### src/include/cbe_pkg.sv
////////////////////////////////////////////////////////////////////////////////
// Shared constants and types for the channel band edge configuration block.
package cbe_pkg;

	localparam int CBE_NREG     = 13;
	localparam int CBE_NWIN     = 3;
	localparam int CBE_DATA_W   = 32;
	localparam int CBE_REG_W    = 8;
	localparam int CBE_IDX_W    = 8;
	localparam int CBE_IDX_LSB  = 2;
	localparam int CBE_EDGE_W   = 13;
	localparam int CBE_MSB_W    = 5;
	localparam int CBE_STRB_W   = CBE_DATA_W / 8;

	////////////////////////////////////////////////////////////////////////////////
	// Register indices; the byte address of each register is four times its index.
	localparam logic [7:0] CBE_IDX_FS_SPEC_CONTROL            = 8'ha9;
	localparam logic [7:0] CBE_IDX_BAND1_LOW_EDGE_LSB         = 8'hb0;
	localparam logic [7:0] CBE_IDX_BAND1_LOW_EDGE_MSB         = 8'hb1;
	localparam logic [7:0] CBE_IDX_BAND1_HIGH_EDGE_LSB        = 8'hb2;
	localparam logic [7:0] CBE_IDX_BAND1_HIGH_EDGE_MSB_ENABLE = 8'hb3;
	localparam logic [7:0] CBE_IDX_BAND2_LOW_EDGE_LSB         = 8'hb4;
	localparam logic [7:0] CBE_IDX_BAND2_LOW_EDGE_MSB         = 8'hb5;
	localparam logic [7:0] CBE_IDX_BAND2_HIGH_EDGE_LSB        = 8'hb6;
	localparam logic [7:0] CBE_IDX_BAND2_HIGH_EDGE_MSB_ENABLE = 8'hb7;
	localparam logic [7:0] CBE_IDX_BAND3_LOW_EDGE_LSB         = 8'hb8;
	localparam logic [7:0] CBE_IDX_BAND3_LOW_EDGE_MSB         = 8'hb9;
	localparam logic [7:0] CBE_IDX_BAND3_HIGH_EDGE_LSB        = 8'hba;
	localparam logic [7:0] CBE_IDX_BAND3_HIGH_EDGE_MSB_ENABLE = 8'hbb;

	// Writable bits of each register kind; all other bits read as zero.
	localparam logic [7:0] CBE_MASK_FS       = 8'h0b;
	localparam logic [7:0] CBE_MASK_LSB      = 8'hff;
	localparam logic [7:0] CBE_MASK_LOW_MSB  = 8'h1f;
	localparam logic [7:0] CBE_MASK_HIGH_MSB = 8'h3f;
	localparam logic [7:0] CBE_RST_VAL       = 8'h00;

	localparam int CBE_FS_ENABLE_BIT  = 3;
	localparam int CBE_WIN_ENABLE_BIT = 5;

	// Slot of each register in the storage array.
	localparam int CBE_POS_FS       = 0;
	localparam int CBE_POS_WIN_BASE = 1;
	localparam int CBE_POS_PER_WIN  = 4;
	localparam int CBE_OFS_LOW_LSB  = 0;
	localparam int CBE_OFS_LOW_MSB  = 1;
	localparam int CBE_OFS_HIGH_LSB = 2;
	localparam int CBE_OFS_HIGH_MSB = 3;

	localparam logic [7:0] CBE_REG_IDX [CBE_NREG] = '{
		CBE_IDX_FS_SPEC_CONTROL,
		CBE_IDX_BAND1_LOW_EDGE_LSB, CBE_IDX_BAND1_LOW_EDGE_MSB,
		CBE_IDX_BAND1_HIGH_EDGE_LSB, CBE_IDX_BAND1_HIGH_EDGE_MSB_ENABLE,
		CBE_IDX_BAND2_LOW_EDGE_LSB, CBE_IDX_BAND2_LOW_EDGE_MSB,
		CBE_IDX_BAND2_HIGH_EDGE_LSB, CBE_IDX_BAND2_HIGH_EDGE_MSB_ENABLE,
		CBE_IDX_BAND3_LOW_EDGE_LSB, CBE_IDX_BAND3_LOW_EDGE_MSB,
		CBE_IDX_BAND3_HIGH_EDGE_LSB, CBE_IDX_BAND3_HIGH_EDGE_MSB_ENABLE
	};

	localparam logic [7:0] CBE_REG_MASK [CBE_NREG] = '{
		CBE_MASK_FS,
		CBE_MASK_LSB, CBE_MASK_LOW_MSB, CBE_MASK_LSB, CBE_MASK_HIGH_MSB,
		CBE_MASK_LSB, CBE_MASK_LOW_MSB, CBE_MASK_LSB, CBE_MASK_HIGH_MSB,
		CBE_MASK_LSB, CBE_MASK_LOW_MSB, CBE_MASK_LSB, CBE_MASK_HIGH_MSB
	};

	localparam logic [CBE_EDGE_W-1:0] CBE_EDGE_MAX = 13'h1fff;

	localparam logic [1:0] CBE_RESP_OKAY   = 2'b00;
	localparam logic [1:0] CBE_RESP_SLVERR = 2'b10;

	typedef enum logic [1:0] {
		CBE_WR_IDLE = 2'b00,
		CBE_WR_RESP = 2'b01,
		CBE_WR_ADDR = 2'b11,
		CBE_WR_DATA = 2'b10
	} cbe_wr_state_t;

	typedef enum logic {
		CBE_RD_IDLE = 1'b0,
		CBE_RD_DATA = 1'b1
	} cbe_rd_state_t;

endpackage

### src/include/cbe_win_if.sv
`timescale 1ns/10ps
////////////////////////////////////////////////////////////////////////////////
// Carries one band window's raw register bytes out and its decoded edges back.
interface cbe_win_if;
	import cbe_pkg::*;

	logic [CBE_REG_W-1:0]  low_lsb;
	logic [CBE_REG_W-1:0]  low_msb;
	logic [CBE_REG_W-1:0]  high_lsb;
	logic [CBE_REG_W-1:0]  high_msb;
	logic [CBE_EDGE_W-1:0] low_edge;
	logic [CBE_EDGE_W-1:0] high_edge;
	logic                  enable;

	modport cfg (output low_lsb, output low_msb, output high_lsb, output high_msb,
		input low_edge, input high_edge, input enable);
	modport win (input low_lsb, input low_msb, input high_lsb, input high_msb,
		output low_edge, output high_edge, output enable);
endinterface
### src/hw/cbe_regs.sv
`timescale 1ns/10ps
////////////////////////////////////////////////////////////////////////////////
// Notes on behaviour
// - Bit 3 of fs_spec_control enables the user sample-rate setting and resets to 0.
// - First window low edge is {band1_low_edge_msb[4:0], band1_low_edge_lsb}, 13 bits.
// - First window high edge is {band1_high_edge_msb_enable[4:0], band1_high_edge_lsb}.
// - Second window low edge is {band2_low_edge_msb[4:0], band2_low_edge_lsb}, 13 bits.
// - Second window high edge is {band2_high_edge_msb_enable[4:0], band2_high_edge_lsb}.
// - Third window low edge is {band3_low_edge_msb[4:0], band3_low_edge_lsb}, 13 bits.
// - Third window high edge is {band3_high_edge_msb_enable[4:0], band3_high_edge_lsb}.
// - Each edge count weighs 1 MHz, so the largest edge is 8191 MHz.
// - Bit 5 of each upper-edge MSB register enables its window, else the edges are ignored.
module cbe_regs
	import cbe_pkg::*;
#(
	parameter int ADDR_W = 12
) (
	input  wire logic                    aclk,
	input  wire logic                    aresetn,
	input  wire logic [ADDR_W-1:0]       s_axi_awaddr,
	input  wire logic [2:0]              s_axi_awprot,
	input  wire logic                    s_axi_awvalid,
	output logic                         s_axi_awready,
	input  wire logic [CBE_DATA_W-1:0]   s_axi_wdata,
	input  wire logic [CBE_STRB_W-1:0]   s_axi_wstrb,
	input  wire logic                    s_axi_wvalid,
	output logic                         s_axi_wready,
	output logic [1:0]                   s_axi_bresp,
	output logic                         s_axi_bvalid,
	input  wire logic                    s_axi_bready,
	input  wire logic [ADDR_W-1:0]       s_axi_araddr,
	input  wire logic [2:0]              s_axi_arprot,
	input  wire logic                    s_axi_arvalid,
	output logic                         s_axi_arready,
	output logic [CBE_DATA_W-1:0]        s_axi_rdata,
	output logic [1:0]                   s_axi_rresp,
	output logic                         s_axi_rvalid,
	input  wire logic                    s_axi_rready,
	output logic                         fs_spec_enable,
	output logic                         first_window_enable,
	output logic [CBE_EDGE_W-1:0]        first_window_low_edge,
	output logic [CBE_EDGE_W-1:0]        first_window_high_edge,
	output logic                         second_window_enable,
	output logic [CBE_EDGE_W-1:0]        second_window_low_edge,
	output logic [CBE_EDGE_W-1:0]        second_window_high_edge,
	output logic                         third_window_enable,
	output logic [CBE_EDGE_W-1:0]        third_window_low_edge,
	output logic [CBE_EDGE_W-1:0]        third_window_high_edge
);

	localparam int HI_W = ADDR_W - CBE_IDX_LSB - CBE_IDX_W;

	////////////////////////////////////////////////////////////////////////////////
	// Write channel state.

	cbe_wr_state_t         wr_q;
	cbe_wr_state_t         wr_d;
	logic                  awready_q;
	logic                  wready_q;
	logic                  bvalid_q;
	logic [1:0]            bresp_q;
	logic [ADDR_W-1:0]     awaddr_q;
	logic [CBE_REG_W-1:0]  wbyte_q;
	logic                  wstrb0_q;

	logic                  aw_hs;
	logic                  w_hs;
	logic                  b_hs;
	logic                  wr_commit;
	logic [ADDR_W-1:0]     wr_addr;
	logic [CBE_IDX_W-1:0]  wr_idx;
	logic                  wr_idx_ok;
	logic [CBE_REG_W-1:0]  wr_byte;
	logic                  wr_strb0;
	logic                  wr_fs_bit;
	logic [CBE_NREG-1:0]   hit_w;
	logic                  wr_hit_any;

	assign aw_hs = s_axi_awvalid && awready_q;
	assign w_hs  = s_axi_wvalid && wready_q;
	assign b_hs  = bvalid_q && s_axi_bready;

	// Address and data may arrive in either order; use whichever copy is current.
	assign wr_addr   = aw_hs ? s_axi_awaddr : awaddr_q;
	assign wr_byte   = w_hs ? s_axi_wdata[CBE_REG_W-1:0] : wbyte_q;
	assign wr_strb0  = w_hs ? s_axi_wstrb[0] : wstrb0_q;
	assign wr_idx    = wr_addr[CBE_IDX_LSB +: CBE_IDX_W];
	assign wr_idx_ok = (wr_addr[ADDR_W-1 -: HI_W] == '0);
	assign wr_commit = (wr_d == CBE_WR_RESP) && (wr_q != CBE_WR_RESP);
	assign wr_hit_any = |hit_w;
	assign wr_fs_bit = wr_byte[CBE_FS_ENABLE_BIT];

	always_comb begin
		case (wr_q)
			CBE_WR_IDLE: begin
				if (aw_hs && w_hs) begin
					wr_d = CBE_WR_RESP;
				end else if (aw_hs) begin
					wr_d = CBE_WR_ADDR;
				end else if (w_hs) begin
					wr_d = CBE_WR_DATA;
				end else begin
					wr_d = CBE_WR_IDLE;
				end
			end
			CBE_WR_ADDR: begin
				wr_d = w_hs ? CBE_WR_RESP : CBE_WR_ADDR;
			end
			CBE_WR_DATA: begin
				wr_d = aw_hs ? CBE_WR_RESP : CBE_WR_DATA;
			end
			CBE_WR_RESP: begin
				wr_d = b_hs ? CBE_WR_IDLE : CBE_WR_RESP;
			end
			default: begin
				wr_d = CBE_WR_IDLE;
			end
		endcase
	end

	always_ff @(posedge aclk) begin
		if (!aresetn) begin
			wr_q      <= CBE_WR_IDLE;
			awready_q <= 1'b0;
			wready_q  <= 1'b0;
			bvalid_q  <= 1'b0;
			bresp_q   <= CBE_RESP_OKAY;
		end else begin
			wr_q      <= wr_d;
			awready_q <= (wr_d == CBE_WR_IDLE) || (wr_d == CBE_WR_DATA);
			wready_q  <= (wr_d == CBE_WR_IDLE) || (wr_d == CBE_WR_ADDR);
			bvalid_q  <= (wr_d == CBE_WR_RESP);
			if (wr_commit) begin
				bresp_q <= wr_hit_any ? CBE_RESP_OKAY : CBE_RESP_SLVERR;
			end
		end
	end

	always_ff @(posedge aclk) begin
		if (!aresetn) begin
			awaddr_q <= '0;
			wbyte_q  <= '0;
			wstrb0_q <= 1'b0;
		end else begin
			if (aw_hs) begin
				awaddr_q <= s_axi_awaddr;
			end
			if (w_hs) begin
				wbyte_q  <= s_axi_wdata[CBE_REG_W-1:0];
				wstrb0_q <= s_axi_wstrb[0];
			end
		end
	end

	////////////////////////////////////////////////////////////////////////////////
	// Read channel state.

	cbe_rd_state_t         rd_q;
	cbe_rd_state_t         rd_d;
	logic                  arready_q;
	logic                  rvalid_q;
	logic [1:0]            rresp_q;
	logic [CBE_REG_W-1:0]  rbyte_q;
	logic                  ar_hs;
	logic                  r_hs;
	logic [CBE_IDX_W-1:0]  rd_idx;
	logic                  rd_idx_ok;
	logic [CBE_NREG-1:0]   hit_r;
	logic [CBE_REG_W-1:0]  rd_terms [CBE_NREG];
	logic [CBE_REG_W-1:0]  rd_byte;

	assign ar_hs     = s_axi_arvalid && arready_q;
	assign r_hs      = rvalid_q && s_axi_rready;
	assign rd_idx    = s_axi_araddr[CBE_IDX_LSB +: CBE_IDX_W];
	assign rd_idx_ok = (s_axi_araddr[ADDR_W-1 -: HI_W] == '0);

	always_comb begin
		case (rd_q)
			CBE_RD_IDLE: begin
				rd_d = ar_hs ? CBE_RD_DATA : CBE_RD_IDLE;
			end
			CBE_RD_DATA: begin
				rd_d = r_hs ? CBE_RD_IDLE : CBE_RD_DATA;
			end
			default: begin
				rd_d = CBE_RD_IDLE;
			end
		endcase
	end

	always_comb begin
		rd_byte = '0;
		for (int i = 0; i < CBE_NREG; i++) begin
			rd_byte = rd_byte | rd_terms[i];
		end
	end

	always_ff @(posedge aclk) begin
		if (!aresetn) begin
			rd_q      <= CBE_RD_IDLE;
			arready_q <= 1'b0;
			rvalid_q  <= 1'b0;
			rresp_q   <= CBE_RESP_OKAY;
			rbyte_q   <= '0;
		end else begin
			rd_q      <= rd_d;
			arready_q <= (rd_d == CBE_RD_IDLE);
			rvalid_q  <= (rd_d == CBE_RD_DATA);
			if (ar_hs) begin
				rbyte_q <= rd_byte;
				rresp_q <= (|hit_r) ? CBE_RESP_OKAY : CBE_RESP_SLVERR;
			end
		end
	end

	////////////////////////////////////////////////////////////////////////////////
	// Register storage; reserved bits are never stored and so read as zero.

	logic [CBE_REG_W-1:0] reg_q [CBE_NREG];

	for (genvar gi = 0; gi < CBE_NREG; gi++) begin : g_reg
		assign hit_w[gi]    = wr_idx_ok && (wr_idx == CBE_REG_IDX[gi]);
		assign hit_r[gi]    = rd_idx_ok && (rd_idx == CBE_REG_IDX[gi]);
		assign rd_terms[gi] = hit_r[gi] ? reg_q[gi] : '0;

		always_ff @(posedge aclk) begin
			if (!aresetn) begin
				reg_q[gi] <= CBE_RST_VAL;
			end else if (wr_commit && hit_w[gi] && wr_strb0) begin
				reg_q[gi] <= wr_byte & CBE_REG_MASK[gi];
			end
		end
	end

	assign fs_spec_enable = reg_q[CBE_POS_FS][CBE_FS_ENABLE_BIT];

	////////////////////////////////////////////////////////////////////////////////
	// Band windows.

	cbe_win_if win_if [CBE_NWIN] ();

	logic [CBE_EDGE_W-1:0] raw_low  [CBE_NWIN];
	logic [CBE_EDGE_W-1:0] raw_high [CBE_NWIN];
	logic [CBE_NWIN-1:0]   raw_en;

	for (genvar gw = 0; gw < CBE_NWIN; gw++) begin : g_win
		localparam int B = CBE_POS_WIN_BASE + gw * CBE_POS_PER_WIN;

		assign win_if[gw].low_lsb  = reg_q[B + CBE_OFS_LOW_LSB];
		assign win_if[gw].low_msb  = reg_q[B + CBE_OFS_LOW_MSB];
		assign win_if[gw].high_lsb = reg_q[B + CBE_OFS_HIGH_LSB];
		assign win_if[gw].high_msb = reg_q[B + CBE_OFS_HIGH_MSB];

		assign raw_low[gw]  = {reg_q[B + CBE_OFS_LOW_MSB][CBE_MSB_W-1:0],
			reg_q[B + CBE_OFS_LOW_LSB]};
		assign raw_high[gw] = {reg_q[B + CBE_OFS_HIGH_MSB][CBE_MSB_W-1:0],
			reg_q[B + CBE_OFS_HIGH_LSB]};
		assign raw_en[gw]   = reg_q[B + CBE_OFS_HIGH_MSB][CBE_WIN_ENABLE_BIT];

		cbe_window u_window (
			.aclk    (aclk),
			.aresetn (aresetn),
			.cfg     (win_if[gw])
		);
	end

	assign first_window_enable     = win_if[0].enable;
	assign first_window_low_edge   = win_if[0].low_edge;
	assign first_window_high_edge  = win_if[0].high_edge;
	assign second_window_enable    = win_if[1].enable;
	assign second_window_low_edge  = win_if[1].low_edge;
	assign second_window_high_edge = win_if[1].high_edge;
	assign third_window_enable     = win_if[2].enable;
	assign third_window_low_edge   = win_if[2].low_edge;
	assign third_window_high_edge  = win_if[2].high_edge;

	assign s_axi_awready = awready_q;
	assign s_axi_wready  = wready_q;
	assign s_axi_bvalid  = bvalid_q;
	assign s_axi_bresp   = bresp_q;
	assign s_axi_arready = arready_q;
	assign s_axi_rvalid  = rvalid_q;
	assign s_axi_rresp   = rresp_q;
	assign s_axi_rdata   = {{(CBE_DATA_W-CBE_REG_W){1'b0}}, rbyte_q};
endmodule

### src/hw/cbe_window.sv
`timescale 1ns/10ps
////////////////////////////////////////////////////////////////////////////////
// Assembles one band window from its four bytes and presents it registered.
module cbe_window
	import cbe_pkg::*;
(
	input  wire logic aclk,
	input  wire logic aresetn,
	cbe_win_if.win    cfg
);

	logic [CBE_EDGE_W-1:0] low_raw;
	logic [CBE_EDGE_W-1:0] high_raw;
	logic                  enable_raw;
	logic [CBE_EDGE_W-1:0] low_edge_q;
	logic [CBE_EDGE_W-1:0] high_edge_q;
	logic                  enable_q;

	// Low byte from the LSB register, upper five bits from the MSB register.
	assign low_raw    = {cfg.low_msb[CBE_MSB_W-1:0], cfg.low_lsb};
	assign high_raw   = {cfg.high_msb[CBE_MSB_W-1:0], cfg.high_lsb};
	assign enable_raw = cfg.high_msb[CBE_WIN_ENABLE_BIT];

	// A disabled window shows zero edges so the correction loop never sees stale limits.
	always_ff @(posedge aclk) begin
		if (!aresetn) begin
			low_edge_q  <= '0;
			high_edge_q <= '0;
			enable_q    <= 1'b0;
		end else begin
			low_edge_q  <= enable_raw ? low_raw : '0;
			high_edge_q <= enable_raw ? high_raw : '0;
			enable_q    <= enable_raw;
		end
	end

	assign cfg.low_edge  = low_edge_q;
	assign cfg.high_edge = high_edge_q;
	assign cfg.enable    = enable_q;

endmodule

### config.mk
export PLATFORM = sky130hd
export DESIGN_NAME = cbe_regs
export DESIGN_NICKNAME = d
export VERILOG_FILES = /design/src/include/cbe_pkg.sv /design/src/include/cbe_win_if.sv /design/src/hw/cbe_regs.sv /design/src/hw/cbe_window.sv
export SDC_FILE = /design/constraint.sdc
export NUM_CORES = 1
export LEC_CHECK = 0
export BUFFER_PORTS_ARGS = -buffer_cell sky130_fd_sc_hd__clkbuf_2
export CAP_MARGIN = 20
export CORE_MARGIN = 2
export CORE_UTILIZATION = 58
export CTS_BUF_LIST = sky130_fd_sc_hd__clkbuf_4 sky130_fd_sc_hd__clkbuf_8
export CTS_CLUSTER_DIAMETER = 30
export DETAILED_ROUTE_END_ITERATION = 6
export HOLD_SLACK_MARGIN = 0.02
export PLACE_DENSITY = 0.82
export SYNTH_ARGS = -nofsm -noshare
export SYNTH_HDL_FRONTEND = slang
export SYNTH_SLANG_ARGS = --single-unit
### constraint.sdc
create_clock -name aclk -period 9.5 [get_ports aclk]
set_input_delay 1.9 -clock aclk [delete_from_list [all_inputs] [get_ports aclk]]
set_output_delay 1.9 -clock aclk [all_outputs]
set_load 0.01 [all_outputs]
==> results of run 1 <==
placed cells by master (no fill, tap or decap), types with 5 or more instances in the layout:
cell and instances:
inv_1 15, mux2i_1 19, and3_1 82, o21ai_0 13, nand2_1 51, nand3_1 5, mux4_2 6, a21oi_1 20
conb_1 26, clkinv_2 6, dfxtp_1 117, clkbuf_2 132, nor2_1 69, clkbuf_8 42, mux2_2 14, or2_1 5
nor3_1 36, a31oi_1 9, clkbuf_4 9, and2_1 10, edfxtp_1 84
layer usage:
metal  wire (um)  vias up
met1        7140     2774
met5           0        -
met2        9520      330
met3        1830       69
li1            -     2697
met4         826        0
final cells by class:
| cell class | count | area share, % |
|---|---|---|
| Sequential cell | 201 | 52.4 |
| Multi-Input combinational cell | 433 | 28.5 |
| Timing Repair Buffer | 134 | 7.28 |
| Clock buffer | 51 | 6.96 |
| Tap cell | 176 | 2.37 |
| Clock inverter | 16 | 1.82 |
| Inverter | 15 | 0.607 |
worst max-delay path by stage:
stage / start / endpoint / slack (ns)
after CTS: s_axi_awvalid / reg_q[0][34]$_SDFFCE_PN0P_ / 4.75
after global placement: s_axi_awvalid / reg_q[1][1]$_SDFFCE_PN0P_ / 4.50
after floorplan: s_axi_awvalid / reg_q[0][32]$_SDFFCE_PN0P_ / 5.20
final: s_axi_awvalid / reg_q[1][3]$_SDFFCE_PN0P_ / 4.68
after detailed placement: s_axi_awvalid / reg_q[0][32]$_SDFFCE_PN0P_ / 4.30
after global routing: s_axi_awvalid / reg_q[1][32]$_SDFFCE_PN0P_ / 4.36
logic make-up (layout without fill, tap and decap cells):
group,after synthesis,after routing
and+or+nand+nor,286,286
other,1,26
buffers and inverters,93,216
DFF,201,201
AOI/OAI and AO/OA,79,79
muxes,39,39
adders and majority gates,3,3
power groups by stage:
stage | clock, mW | sequential (mW) | combinational [mW]
3_3_place_gp | 0 | 0.982 | 0.190
5_1_grt | 0.926 | 0.972 | 0.223
3_5_place_dp | 0 | 0.985 | 0.199
2_1_floorplan | 0 | 0.982 | 0.139
4_1_cts | 0.885 | 0.967 | 0.201
6_report | 0.877 | 0.968 | 0.204
worst min-delay path: stages (launching register included):
cell and delay [ns]:
dfxtp_1 0.31, nand2_1 0.05, a21oi_1 0.05
metrics by stage:
stage               util (%)  cells
global route            70.0   1026
detailed placement      63.9    959
finish                  70.0   1026
CTS                     70.0   1026
global placement        63.9    959
floorplan                  -    727
state kept, by name, summed over array words and instances, names as in the netlist:
name                          cells
wstrb0_q                          1
s_axi_bvalid                      1
s_axi_arready                     1
s_axi_rresp                       1
g_win.u_window.cfg.low_edge      39
g_win.u_window.cfg.high_edge     39
s_axi_bresp                       1
s_axi_awready                     1
reg_q                            84
s_axi_wready                      1
g_win.u_window.cfg.enable         3
rbyte_q                           8
wbyte_q                           8
s_axi_rvalid                      1
awaddr_q                         10
wr_q                              2
==> key figures, run 1 <==
Status
  • Status: completed

Setup path
  • Worst setup SP type: primary input
  • Buf/Inv on CP: 2
  • CP delay by family, top: compound AO/OA/AOI/OAI gates
  • Slowest CP cell: o21ai_0
  • Critical R2R Launch: s_axi_awready$_SDFF_PN0_
  • CP Max Fanout: 21
  • FF-to-FF End: reg_q[1][3]$_SDFFCE_PN0P_
  • Type of element capturing the critical path: flop
  • Worst EP required: around 9.6 ns
  • Worst path depth: 9
  • Path depth of the worst reg2reg path: 8
  • Max incr delay on CP: approximately 0.84 ns
  • CP arrival: 4.94 ns
  • Flop2flop setup slack: around 5.8 ns
  • Crit-path cells: clkbuf_2 > and2_1 > o21ai_0 > o2bb2ai_1 > inv_1 > ha_1 > o211a_1 > nand2_1 > o21ai_0
  • Critical setup path kind: primary input to flop
  • Crit path top cell by count: o21ai_0

STA
  • Final worst setup slack: 4.68 ns
  • Final setup skew: 0.0240 ns
  • Rel. slew slack: 35.4%
  • Final setup TNS: 0 ns
  • FMAX: 208 MHz
  • Final worst-path cycle share: around half
  • Max-slew violations: 0
  • RSZ-0062 raised after global routing: no
  • Final setup violation count: 0
  • Worst Max-Slew Pin Slew: between 0.9 and 1 ns
  • Final min period: 4.82 ns
  • Tightest hold margin: approximately 0.46 ns
  • Endpoints failing hold: 0

Placed design
  • Placed Area: 0.00846 mm2
  • HPWL after DPL: 13100 um
  • Pre-CTS setup slack: 4.30 ns
  • Placer Congestion: 0.867
  • IO buf count: 132

Die
  • Initial Utilization: 59.5%
  • Io pins: 196
  • Core area: 0.0132 mm2
  • Die area: 0.0145 mm2
  • Row Count: 42
  • Die Ht: around 120 um
  • Chip Width: 121 um

Min path
  • Hold Path Origin: awaddr_q[9]$_SDFF_PN0_
  • Hold Path Depth: 2
  • Hold Path End: awaddr_q[9]$_SDFF_PN0_
  • Worst Hold Class: flop to flop

Logic synthesis
  • Dominant cell type by area after synthesis: edfxtp_1
  • Count leader, synth: dfxtp_1
  • Sequential area share after synthesis: 61.7%
  • Dominant cells by area after synthesis: edfxtp_1, dfxtp_1, and3_1
  • EDFF count, synth: 84
  • Ys async rst share: 0%
  • Synth Area in Compound Gates: under 10%
  • Mapped Area: 0.00788 mm2
  • Synth Area in XOR/XNOR: 0%
  • Yosys top cell area share: 32.0%
  • Multiplexer share of the synthesized area: 6.13%
  • Synth warnings: 0
  • Post-synth cell types: 60
  • Top cells by count, synth: dfxtp_1, edfxtp_1, and3_1
  • Flops & latches, synth: 201
  • Area share of fa/ha/maj cells after synthesis: less than 1%
  • Synth Area in Simple Gates: 18.9%
  • Syn avg cell area: 11.2 um2
  • Post-Syn Instances: approximately 700
  • Synth Flop Type: dfxtp_1
  • Main combinational cell family by area after synthesis: simple AND/OR/NAND/NOR gates

Clocking
  • CTS sink count: 201
  • Clk_lat worst skew: approximately 0.5 ns
  • CTS root buf: clkbuf_8
  • Hold Buf Count CTS: 0
  • Clock slew seen by the registers of the worst setup and hold paths: 0.05 ns
  • TritonCTS clock tree: built
  • Post-CTS resize count: 0
  • Htree depth: 2
  • Setup bufs post-CTS: 0
  • Clk buf depth: 3
  • TritonCTS buffer count: 38

GRT
  • Met2 Use GR: 44.8%
  • First-pass GRT wire length: around 30000 um
  • Met1 usage: 33.0%
  • Met3 global-route usage: 5.52%
  • Initial antenna violation count: 0
  • Largest net degree at the start of global routing: 119
  • Vias in the first global route: 5713
  • Total GRT Usage: a little over a quarter
  • GR peak layer: met2
  • Remaining Overflow, GRT: 0

Drt
  • Detailed Route WL: 19300 um
  • Antenna viol nets, final: 0
  • Via/cell ratio: around 5.7
  • WL/cell: approximately 19 um
  • # DRC: 0
  • Detailed Routing Iterations Pass 1: 5
  • Vias: 5870
  • DRC marker count from the first detailed-route iteration: approximately 590

Layout
  • Filler instances: 940
  • # nets final: between 800 and 900
  • Layout cells sized above 1: 26.8%
  • Layout overhead on the synthesized area: 17.7%
  • Ant diodes: 0
  • Final instance area: 0.00928 mm2
  • Sequential Area: 0.00486 mm2
  • Area of the multi-input gates: 0.00264 mm2

Power and ir drop
  • Power Total: 2.05 mW
  • PD cells: 221 mW/mm2
  • Sw Pwr: around 510 uW
  • Clock Power Share: 42.8%
  • Worst VDD drop: 0.146 mV
  • Static leakage: 4.16 nW
  • Seq pwr share: 47.3%
  • Combinational Power Share: 10.0%
  • Switching Share: 24.9%
  • Cell Int Power: roughly 1.5 mW

Run
  • Max-cap check violation count: 0
No activity file was read; power rests on OpenSTA's default activity.
==> run 2, diff against run 1 <==
--- a/config.mk
+++ b/config.mk
@@ -8,12 +8,12 @@
 export BUFFER_PORTS_ARGS = -buffer_cell sky130_fd_sc_hd__clkbuf_2
 export CAP_MARGIN = 20
 export CORE_MARGIN = 2
-export CORE_UTILIZATION = 58
+export CORE_UTILIZATION = 50
 export CTS_BUF_LIST = sky130_fd_sc_hd__clkbuf_4 sky130_fd_sc_hd__clkbuf_8
 export CTS_CLUSTER_DIAMETER = 30
 export DETAILED_ROUTE_END_ITERATION = 6
 export HOLD_SLACK_MARGIN = 0.02
-export PLACE_DENSITY = 0.82
+export PLACE_DENSITY = 0.75
 export SYNTH_ARGS = -nofsm -noshare
 export SYNTH_HDL_FRONTEND = slang
 export SYNTH_SLANG_ARGS = --single-unit
==> constraint.sdc (replaced) <==
create_clock -name aclk -period 4.2 [get_ports aclk]
set_input_delay 0.84 -clock aclk [delete_from_list [all_inputs] [get_ports aclk]]
set_output_delay 0.84 -clock aclk [all_outputs]
set_load 0.01 [all_outputs]
==> key figures, run 2 (synthesized netlist as in run 1, its figures left out) <==
Status
  • Status: completed

Die
  • Chip Width: 130 um
  • Die area: 0.0168 mm2
  • Row Count: between 40 and 50
  • Core area: 0.0153 mm2
  • Initial Utilization: roughly 51%
  • Die Ht: approximately 130 um
  • Io pins: ~200

Clocking
  • TritonCTS clock tree: built
  • CTS sink count: 201
  • CTS root buf: clkbuf_8
  • Hold Buf Count CTS: 0
  • Post-CTS resize count: 0
  • TritonCTS buffer count: 38
  • Setup bufs post-CTS: 0
  • Clk_lat worst skew: 0.53 ns
  • Htree depth: 2
  • Clock slew seen by the registers of the worst setup and hold paths: 0.06 ns
  • Clk buf depth: 3

GRT
  • First-pass GRT wire length: 28200 um
  • Initial antenna violation count: 0
  • Largest net degree at the start of global routing: 48
  • Total GRT Usage: 22.3%
  • Remaining Overflow, GRT: 0
  • Vias in the first global route: 5211

STA
  • Worst Max-Slew Pin Slew: 0.837 ns
  • Rel. slew slack: between 40 and 50%
  • Final min period: ~3.1 ns
  • FMAX: approximately 330 MHz
  • Final setup TNS: 0 ns
  • Final setup violation count: 0
  • Final worst-path cycle share: between 70% and 80%
  • RSZ-0062 raised after global routing: no
  • Final setup skew: a little under 0.03 ns
  • Max-slew violations: 0
  • Endpoints failing hold: 0
  • Tightest hold margin: 0.451 ns

Setup path
  • Worst setup SP type: primary input
  • CP Max Fanout: 10
  • Max incr delay on CP: 0.45 ns
  • Type of element capturing the critical path: flop
  • Crit path top cell by count: nand2_1
  • Critical setup path kind: primary input to flop
  • Worst EP required: between 4 and 5 ns
  • CP arrival: between 3 and 4 ns
  • Crit-path cells: clkbuf_2 > nand2_1 > nand2_1 > o21ai_0 > o2bb2ai_1 > inv_1 > ha_1 > o211a_1 > nand3b_1 > or2_1 > nand2_1
  • Slowest CP cell: or2_1

Drt
  • Detailed Routing Iterations Pass 1: 5
  • Antenna viol nets, final: 0
  • Vias: 5696
  • DRC marker count from the first detailed-route iteration: 700
  • WL/cell: around 18 um
  • # DRC: 0
  • Detailed Route WL: between 15000 and 20000 um
  • Via/cell ratio: roughly 5.3

Placed design
  • IO buf count: 132
  • Placer Congestion: roughly 0.9
  • HPWL after DPL: 12800 um

Power and ir drop
  • Seq pwr share: 44.4%
  • Static leakage: 4.25 nW
  • PD cells: 519 mW/mm2
  • Clock Power Share: 46.3%
  • Cell Int Power: 3.76 mW
  • Combinational Power Share: under 10%
  • Power Total: about 4.9 mW
  • Worst VDD drop: 0.302 mV
  • Switching Share: 23.7%
  • Sw Pwr: 1.17 mW

Layout
  • Commonest non-fill, non-tap cell in the layout: clkbuf_2
  • Largest Register: reg_q
  • Layout cells sized above 1: 27.8%
  • Most frequent cells in the layout: clkbuf_2, dfxtp_1, edfxtp_1
  • Layout overhead on the synthesized area: 20.5%
  • Ant diodes: 0
  • Largest register FFs: 84
  • Filler instances: 1249
  • # nets final: 906

Run
  • Max-cap check violation count: 0

Min path
  • Worst Hold Class: flop to flop
-- run 2: cell types whose count changed in the layout (fill, tap and decap cells not counted), moves of 2 or more --
cell,delta
bufinv_16,+4
clkinv_4,-2
clkinv_2,-2
buf_4,+7
-- run 2: area by class of cell --
| class | instances | area (um2) | share of cell area (%) |
|---|---|---|---|
| clock inverters | 17 | 272 | 2.86 |
| clock buffers | 53 | 667 | 7.02 |
| multi-input cells | 433 | 2640 | 27.8 |
| flip-flops and latches | 201 | 4860 | 51.2 |
| repair buffers | 141 | 728 | 7.67 |
| inverters | 15 | 56.3 | 0.593 |
| well taps | 211 | 264 | 2.78 |
-- run 2: critical path: cells and delay by family --
| family | cells | cell delay (ns) |
|---|---|---|
| adders and majority gates | 1 | 0.18 |
| buffers and inverters | 2 | 0.21 |
| AOI/OAI and AO/OA | 3 | 0.51 |
| and+or+nand+nor | 5 | 1.52 |
-- run 2: path summary, 6_finish.rpt --
kind | start | endpoint | slack [ns] | cells past startpoint
worst max register to register | s_axi_wready$_SDFF_PN0_ | reg_q[0][30]$_SDFFCE_PN0P_ | 1.17 | 10
worst max-delay path | s_axi_wvalid | reg_q[0][30]$_SDFFCE_PN0P_ | 1.13 | 11
worst min register to register | awaddr_q[9]$_SDFF_PN0_ | awaddr_q[9]$_SDFF_PN0_ | 0.45 | 2
worst min-delay path | awaddr_q[9]$_SDFF_PN0_ | awaddr_q[9]$_SDFF_PN0_ | 0.45 | 2
-- run 2: metal layers --
metal	share of wire, %	up-vias	GRT usage [%]	wire (um)
li1	-	2721	-	-
met1	43	2643	31.4	8200
met2	44	299	34.2	8350
met3	10	33	5.49	1900
met4	2.0	0	7.40	386
met5	0	-	0	0
-- run 2: per-stage QoR --
stage	util (%)	cells	area [um2]	setup slack [ns]
5_1_grt	62.0	1071	9500	0.872
6_report	62.0	1071	9500	1.13
3_3_place_gp	55.9	1001	8560	0.695
3_5_place_dp	55.9	1001	8560	0.622
4_1_cts	62.0	1071	9500	1.17
2_1_floorplan	-	727	7970	0.958
-- run 2: power by group through the flow --
stage | clock network [mW] | logic, mW | registers (mW)
finish | 2.28 | 0.456 | 2.19
detailed placement | 0 | 0.452 | 2.23
floorplan | 0 | 0.314 | 2.22
CTS | 2.31 | 0.455 | 2.19
global route | 2.40 | 0.506 | 2.20
global placement | 0 | 0.444 | 2.23
